<file path="src/core/irq_ctl_pkg.sv">
// Constants for the socket interrupt and general control register bank
`default_nettype none
package irq_ctl_pkg;
  // Register indices; byte address is four times the index
  localparam logic [11:0] IDX_CTL_A       = 12'h003;
  localparam logic [11:0] IDX_CTL_B       = 12'h043;
  localparam logic [11:0] IDX_CTL_A_ALIAS = 12'h803;
  localparam logic [11:0] IDX_ROUTE_CTL   = 12'h900;
  localparam logic [11:0] IDX_IRQ_STAT    = 12'h901;
  localparam logic [11:0] IDX_IRQ_MASK    = 12'h902;
  localparam int          IDX_LSB         = 2;
  localparam int          IDX_MSB         = 13;
  // Control register fields
  localparam int          RING_BIT        = 7;
  localparam int          RESET_BIT       = 6;
  localparam int          KIND_BIT        = 5;
  localparam int          ROUTE_BIT       = 4;
  localparam int          SEL_MSB         = 3;
  localparam logic [7:0]  CTL_RESET_VAL   = 8'h00;
  // Bits kept over a bus reset while power events are enabled
  localparam logic [7:0]  CTL_PME_KEEP    = 8'h60;
  // Own registers
  localparam logic        ROUTE_RESET_VAL = 1'h1;
  localparam logic [1:0]  STAT_RESET_VAL  = 2'h0;
  localparam logic [1:0]  MASK_RESET_VAL  = 2'h0;
  // Interrupt select codes
  localparam logic [3:0]  SEL_NONE        = 4'h0;
  localparam logic [3:0]  SEL_IRQ1        = 4'h1;
  localparam logic [3:0]  SEL_SMI         = 4'h2;
  localparam logic [3:0]  SEL_IRQ3        = 4'h3;
  localparam logic [3:0]  SEL_IRQ4        = 4'h4;
  localparam logic [3:0]  SEL_IRQ9        = 4'h9;
  localparam logic [3:0]  SEL_IRQ10       = 4'ha;
  localparam logic [3:0]  SEL_IRQ13       = 4'hd;
  // Line number = code + offset for codes 0xa..0xd
  localparam logic [3:0]  HI_IRQ_BASE     = 4'h0;
  // AHB transfer type bit for NONSEQ/SEQ
  localparam int          HTRANS_ACT_BIT  = 1;
endpackage : irq_ctl_pkg
`default_nettype wire

</file>
<file path="src/core/irq_ctl_bank.sv">
// Two-socket interrupt and general control register bank with AHB-Lite slave
// What this block does
// - one 8-bit control register per socket, A at 03h/803h, B at 43h
// - bit 7 enables ring indicate on the battery/ring pin, reset off
// - bit 6 zero holds card RESET asserted, one releases it
// - bit 5 records card kind, zero memory, one I/O
// - with routing control zero, bit 4 sends status changes to PCI
// - with routing control one, bit 4 is ignored
// - select code 0000 means no IRQ and also routes status changes to PCI
// - bits 3-0 route the functional interrupt to IRQ1, SYSTEM_MANAGEMENT_IRQ, IRQ3-13
// - bits 6,5 survive bus reset while power events are enabled
// - with ring indicate on, status bit 0 shows the ring input
`default_nettype none
module irq_ctl_bank
  import irq_ctl_pkg::*;
(
  input  wire  logic        clk,
  input  wire  logic        sys_rst,
  input  wire  logic        global_reset_pin,
  input  wire  logic        pci_bus_reset_pin,
  input  wire  logic        pme_enable,
  input  wire  logic [1:0]  battery_detect_ring_pin,
  input  wire  logic [1:0]  card_status_change,
  input  wire  logic [1:0]  card_func_irq,
  input  wire  logic        hsel,
  input  wire  logic [31:0] haddr,
  input  wire  logic [1:0]  htrans,
  input  wire  logic        hwrite,
  input  wire  logic [2:0]  hsize,
  input  wire  logic [31:0] hwdata,
  input  wire  logic        hready,
  output var   logic [31:0] hrdata,
  output var   logic        hreadyout,
  output var   logic        hresp,
  output var   logic [1:0]  ring_indicate_enable,
  output var   logic [1:0]  card_reset,
  output var   logic [1:0]  card_kind_select,
  output var   logic [1:0]  status_change_to_pci_route,
  output var   logic [1:0]  status_bit0,
  output var   logic [15:0] legacy_irq,
  output var   logic        system_management_irq,
  output var   logic        irq
);

  // Storage
  logic [7:0]  ctl_ff [2];
  logic        route_ctl_ff;
  logic [1:0]  stat_ff;
  logic [1:0]  mask_ff;
  logic        wr_pend_ff;
  logic [11:0] wr_idx_ff;
  logic [31:0] hrdata_ff;
  logic [15:0] legacy_irq_ff;
  logic        smi_ff;
  logic        irq_ff;
  logic [1:0]  reset_out_ff;
  logic [1:0]  route_out_ff;
  logic [1:0]  stat0_ff;

  // Decode helpers
  logic [11:0] addr_idx;
  logic        addr_ok;
  logic        take;
  logic        hard_rst;
  logic        soft_rst;
  logic [15:0] nxt_legacy;
  logic        nxt_smi;

  assign addr_idx  = haddr[IDX_MSB:IDX_LSB];
  assign addr_ok   = (haddr[31:IDX_MSB+1] == 18'h0) && (haddr[1:0] == 2'h0);
  assign take      = hsel && hready && htrans[HTRANS_ACT_BIT];
  // Global pin acts like system reset on the control and routing registers only; bus reset is weaker
  assign hard_rst  = sys_rst || global_reset_pin;
  assign soft_rst  = pci_bus_reset_pin;

  // Address phase capture for writes
  always_ff @(posedge clk) begin
    if (sys_rst) begin
      wr_pend_ff <= 1'b0;
      wr_idx_ff  <= 12'h000;
    end else begin
      wr_pend_ff <= take && hwrite && addr_ok;
      wr_idx_ff  <= addr_idx;
    end
  end

  // Read data is captured in the address phase, so it shows the old
  // contents if the previous data phase wrote the same register
  always_ff @(posedge clk) begin
    if (sys_rst) begin
      hrdata_ff <= 32'h0;
    end else if (take && !hwrite && addr_ok) begin
      if (addr_idx == IDX_CTL_A || addr_idx == IDX_CTL_A_ALIAS) begin
        hrdata_ff <= {24'h0, ctl_ff[0]};
      end else if (addr_idx == IDX_CTL_B) begin
        hrdata_ff <= {24'h0, ctl_ff[1]};
      end else if (addr_idx == IDX_ROUTE_CTL) begin
        hrdata_ff <= {31'h0, route_ctl_ff};
      end else if (addr_idx == IDX_IRQ_STAT) begin
        hrdata_ff <= {30'h0, stat_ff};
      end else if (addr_idx == IDX_IRQ_MASK) begin
        hrdata_ff <= {30'h0, mask_ff};
      end else begin
        hrdata_ff <= 32'h0;
      end
    end else begin
      hrdata_ff <= 32'h0;
    end
  end

  // Never waits, always OKAY
  always_ff @(posedge clk) begin
    if (sys_rst) begin
      hreadyout <= 1'b1;
      hresp     <= 1'b0;
    end else begin
      hreadyout <= 1'b1;
      hresp     <= 1'b0;
    end
  end
  assign hrdata = hrdata_ff;

  // Per-socket control registers with split reset domains
  always_ff @(posedge clk) begin
    for (int s = 0; s < 2; s++) begin
      if (hard_rst || (soft_rst && !pme_enable)) begin
        ctl_ff[s] <= CTL_RESET_VAL;
      end else if (soft_rst) begin
        ctl_ff[s] <= ctl_ff[s] & CTL_PME_KEEP;
      end else if (wr_pend_ff && ((s == 0 &&
                   (wr_idx_ff == IDX_CTL_A || wr_idx_ff == IDX_CTL_A_ALIAS)) ||
                   (s == 1 && wr_idx_ff == IDX_CTL_B))) begin
        ctl_ff[s] <= hwdata[7:0];
      end
    end
  end

  // Routing control, defaults to one so bit 4 is ignored
  always_ff @(posedge clk) begin
    if (hard_rst || soft_rst) begin
      route_ctl_ff <= ROUTE_RESET_VAL;
    end else if (wr_pend_ff && wr_idx_ff == IDX_ROUTE_CTL) begin
      route_ctl_ff <= hwdata[0];
    end
  end

  // Sticky status-change flags; a new event beats a write-one clear
  always_ff @(posedge clk) begin
    if (sys_rst) begin
      stat_ff <= STAT_RESET_VAL;
    end else if (wr_pend_ff && wr_idx_ff == IDX_IRQ_STAT) begin
      stat_ff <= (stat_ff & ~hwdata[1:0]) | card_status_change;
    end else begin
      stat_ff <= stat_ff | card_status_change;
    end
  end

  // Interrupt mask, one per socket
  always_ff @(posedge clk) begin
    if (sys_rst) begin
      mask_ff <= MASK_RESET_VAL;
    end else if (wr_pend_ff && wr_idx_ff == IDX_IRQ_MASK) begin
      mask_ff <= hwdata[1:0];
    end
  end

  // Interrupt level output
  always_ff @(posedge clk) begin
    if (sys_rst) begin
      irq_ff <= 1'b0;
    end else begin
      irq_ff <= |(stat_ff & mask_ff);
    end
  end
  assign irq = irq_ff;

  // Functional interrupt routing; unassigned codes drive no line
  always_comb begin
    nxt_legacy = 16'h0;
    nxt_smi    = 1'b0;
    for (int s = 0; s < 2; s++) begin
      if (card_func_irq[s]) begin
        if (ctl_ff[s][SEL_MSB:0] == SEL_IRQ1) begin
          nxt_legacy[1] = 1'b1;
        end else if (ctl_ff[s][SEL_MSB:0] == SEL_SMI) begin
          nxt_smi = 1'b1;
        end else if (ctl_ff[s][SEL_MSB:0] >= SEL_IRQ3 &&
                     ctl_ff[s][SEL_MSB:0] <= SEL_IRQ13 &&
                     (ctl_ff[s][SEL_MSB:0] <= SEL_IRQ9 ||
                      ctl_ff[s][SEL_MSB:0] >= SEL_IRQ10)) begin
          nxt_legacy[ctl_ff[s][SEL_MSB:0] + HI_IRQ_BASE] = 1'b1;
        end
      end
    end
  end

  always_ff @(posedge clk) begin
    if (sys_rst) begin
      legacy_irq_ff <= 16'h0;
      smi_ff        <= 1'b0;
    end else begin
      legacy_irq_ff <= nxt_legacy;
      smi_ff        <= nxt_smi;
    end
  end
  assign legacy_irq            = legacy_irq_ff;
  assign system_management_irq = smi_ff;

  // Card-facing controls, registered so every output leaves a flop
  always_ff @(posedge clk) begin
    if (sys_rst) begin
      reset_out_ff <= 2'h3;
      route_out_ff <= 2'h3;
      stat0_ff     <= 2'h0;
    end else begin
      for (int s = 0; s < 2; s++) begin
        reset_out_ff[s] <= !ctl_ff[s][RESET_BIT];
        if (route_ctl_ff) begin
          route_out_ff[s] <= (ctl_ff[s][SEL_MSB:0] == SEL_NONE);
        end else begin
          route_out_ff[s] <= ctl_ff[s][ROUTE_BIT] ||
                             (ctl_ff[s][SEL_MSB:0] == SEL_NONE);
        end
        // Ring input replaces battery status when enabled
        stat0_ff[s] <= ctl_ff[s][RING_BIT] ? !battery_detect_ring_pin[s]
                                           : battery_detect_ring_pin[s];
      end
    end
  end
  assign card_reset                 = reset_out_ff;
  assign status_change_to_pci_route = route_out_ff;
  assign status_bit0                = stat0_ff;

  // Plain register bits go straight out
  always_comb begin
    for (int s = 0; s < 2; s++) begin
      ring_indicate_enable[s] = ctl_ff[s][RING_BIT];
      card_kind_select[s]     = ctl_ff[s][KIND_BIT];
    end
  end
endmodule : irq_ctl_bank
`default_nettype wire

</file>
<file path="config.mk">
export PLATFORM = sky130hd
export DESIGN_NAME = irq_ctl_bank
export DESIGN_NICKNAME = d
export VERILOG_FILES = /design/src/core/irq_ctl_pkg.sv /design/src/core/irq_ctl_bank.sv
export SDC_FILE = /design/constraint.sdc
export NUM_CORES = 1
export LEC_CHECK = 0
export ABC_CLOCK_PERIOD_IN_PS = 6200
export BUFFER_PORTS_ARGS = -buffer_cell sky130_fd_sc_hd__clkbuf_2
export CORE_UTILIZATION = 48
export DETAILED_ROUTE_END_ITERATION = 6
export HOLD_SLACK_MARGIN = 0.12
export PLACE_DENSITY = 0.84
export SLEW_MARGIN = 30
export SYNTH_ARGS = -nofsm -noshare
export SYNTH_HDL_FRONTEND = slang
export SYNTH_SLANG_ARGS = --single-unit
export TNS_END_PERCENT = 10
</file>
<file path="constraint.sdc">
create_clock -name clk -period 6.2 [get_ports clk]
set_clock_uncertainty 0.15 [all_clocks]
set_input_delay 0.93 -clock clk [delete_from_list [all_inputs] [get_ports clk]]
set_output_delay 0.93 -clock clk [all_outputs]
set_load 0.02 [all_outputs]
</file>
==> metrics <==
Sink Count=66; P_sw=about 0.00021 W; maximum VDD drop=between 0.1 and 0.15 mV; endpoint type of the worst setup path=flop; RSZ-0062 raised after global routing=false; outcome=completed; setup violators final=0; Max Cap Viol=0; CTS Buf Count=9; wire length on met3=about 420 µm; ANT nets after route=0; synth warn=0; Max Slew Vio Count=0; synth unique cells=44; Die W=a little under 80 µm; vias per inst=roughly 5; Seq pwr share=0.508; fin worst setup slack=between 2 and 3 ns; full die area=~0.006 mm²; count of state elements after synthesis=66; DP HPWL=roughly 4.3 mm; fmax=304.3 MHz; CTS tree=done; Worst Path Max Fanout=41; Worst slew margin=0.4653; Avg Cell Area, Syn=between 10 and 15 µm²; worst skew pair latency=0.33 ns; # port buffers=90; vias in the first global route=about 2100; Syn Std Cell Area=0.002796 mm²; wire length on met2=approximately 2.7 mm; Die H=about 80 µm; core area=between 0.005 and 0.006 mm²; internal power=0.0006995 W; CP Launch Type=primary input; DRC=0; DRT Pass-1 Iters=4; nets=~450; Post-CTS Resized=0; Ports=about 150; Hold Fails Final Rpt=0; Final min period=approximately 3.3 ns; Place WS=between 2 and 3 ns; Setup Buffers After CTS=0; ant diodes=0; WP data required=just over 6 ns; initial antenna violation count=0; area share of the largest cell type after synthesis=0.3579; synth-to-layout area growth=21.39%; worst path arrival time=between 3 and 4 ns; P_leak=1.518 nW; WL/cell=12.42 µm; Initial Util=0.5017; H-tree depth=3; Mapped Cells=around 280; switching share of power=0.2273; clock power share=0.406; top layer in use=met4; power density over the cells=266.7 mW/mm²; final wirelength=5.541 mm; Longest Clk Path Bufs=2; synth cell count leaders=dfxtp_1, buf_4, nor2_1; count leader, synth=dfxtp_1; Starting DRT DRC Count=54; final period utilization=0.5301; first-pass GRT wire length=9.128 mm; area leader, netlist=dfxtp_1; ys async rst share=0; setup TNS=0 ns; number of synthesized flops with an enable pin=16; pin count of the biggest net entering global routing=42; Worst Max-Slew Pin Slew=roughly 0.8 ns; Hold-fix buffers, CTS=0; Rows=27; sequential share of the synthesized area=0.5298; combinational share of power=0.085; clock root buffer master=clkbuf_8; vias post-DR=between 2000 and 2500; GR Overflow Total=0; worst min-delay path category=reg -> reg; ratio of cells with drive above 1 in the final layout=0.2888; Crit Path Category=in -> reg; Clock transition at path regs=roughly 0.060 ns; ys flop type=dfxtp_1; ranking of synthesized cells by area=dfxtp_1, edfxtp_1, buf_4; Met1 Wirelength=between 2 and 2.5 mm; routability congestion estimate from global placement=roughly 0.90; GRT Overall Usage=0.1975
## metrics by stage
step	instance area, µm²	std cells	util	total power [W]	hold WS (ns)
CTS	3395	446	0.6090	0.0009144	0.2932
detailed placement	3187	430	0.5717	0.0005470	0.2852
global placement	3187	430	0.5717	0.0005449	0.2725
global route	3395	446	0.6090	0.0009449	0.3033
floorplan	2902	304	-	0.0005289	0.2618
finish	3395	446	0.6090	0.0009052	0.2902
## path summary, 6_finish.rpt
| kind | start | endpoint | slack (ns) | cells after the start |
|---|---|---|---|---|
| setup / recovery | sys_rst | ctl_ff[1][4]$_SDFFCE_PN0P_ | 2.91 | 5 |
| hold / removal | ctl_ff[0][6]$_SDFFCE_PN0P_ | card_reset[0]$_SDFF_PP1_ | 0.29 | 1 |
| setup reg to reg | wr_idx_ff[5]$_SDFF_PP0_ | ctl_ff[1][4]$_SDFFCE_PN0P_ | 3.58 | 4 |
| hold reg to reg | ctl_ff[0][6]$_SDFFCE_PN0P_ | card_reset[0]$_SDFF_PP1_ | 0.29 | 1 |
## power by group through the flow
stage / registers, W / logic, W / clock network [W]
finish: 0.000460 / 0.0000773 / 0.000368
global route: 0.000461 / 0.0000856 / 0.000398
CTS: 0.000460 / 0.0000775 / 0.000377
detailed placement: 0.000470 / 0.0000774 / 0
global placement: 0.000469 / 0.0000757 / 0
floorplan: 0.000473 / 0.0000555 / 0
## sequential cells by signal (all words and copies together), names as in the netlist
signal,cells
hrdata,8
stat_ff,2
route_ctl_ff,1
wr_idx_ff,12
system_management_irq,1
irq,1
ctl_ff,16
legacy_irq,16
status_bit0,2
wr_pend_ff,1
status_change_to_pci_route,2
mask_ff,2
card_reset,2
## cells by family (layout without fill, tap and decap cells)
kind of cell,after synthesis,after routing,synth area share
AO/OA/AOI/OAI,36,36,0.09217
XOR/XNOR,2,2,0.006265
buffers and inverters,43,113,0.1007
flip-flops,66,66,0.5298
multiplexers,1,1,0.003580
other,2,30,0.002686
AND/OR/NAND/NOR,126,126,0.2649
## final cells by class
class	instances	area, µm²
fillers	510	2180
flip-flops and latches	66	1481
multi-input cells	195	1139
repair buffers	90	450.4
clock buffers	14	172.7
well taps	72	90.09
clock inverters	2	35.03
inverters	7	26.28
## critical path, cell delays in order
cell      delay (ns)
clkbuf_2        0.44
or3_1           0.55
or3_1           0.45
nor4b_4         0.44
or2_1           0.33
## metal layers
| layer | vias to the layer above | global-route usage |
|---|---|---|
| li1 | 1090 | - |
| met5 | - | 0 |
| met4 | 0 | 0.1000 |
| met3 | 9 | 0.05698 |
| met2 | 103 | 0.3500 |
| met1 | 1001 | 0.2134 |
## layout by cell type (no fill, tap or decap), drive strengths merged, types with 2 or more instances in the layout
cell type  synthesis  final
a211oi             2      2
a21oi              8      8
a221o              2      2
a22oi             10     10
a311oi             2      2
a32oi              2      2
and2              17     17
and3               4      4
clkbuf             5    104
conb               2     30
dfxtp             50     50
edfxtp            16     16
inv                7      7
nand2              4      4
nand2b             8      8
nand3              5      5
nand3b             3      3
nand4              3      3
nor2              29     29
nor2b             24     24
nor3               7      7
nor4               4      4
o21ai              3      3
o41ai              2      2
or2                2      2
or3                3      3
or3b               2      2
or4                7      7
xnor2              2      2
(Power assumes the default switching activity.)
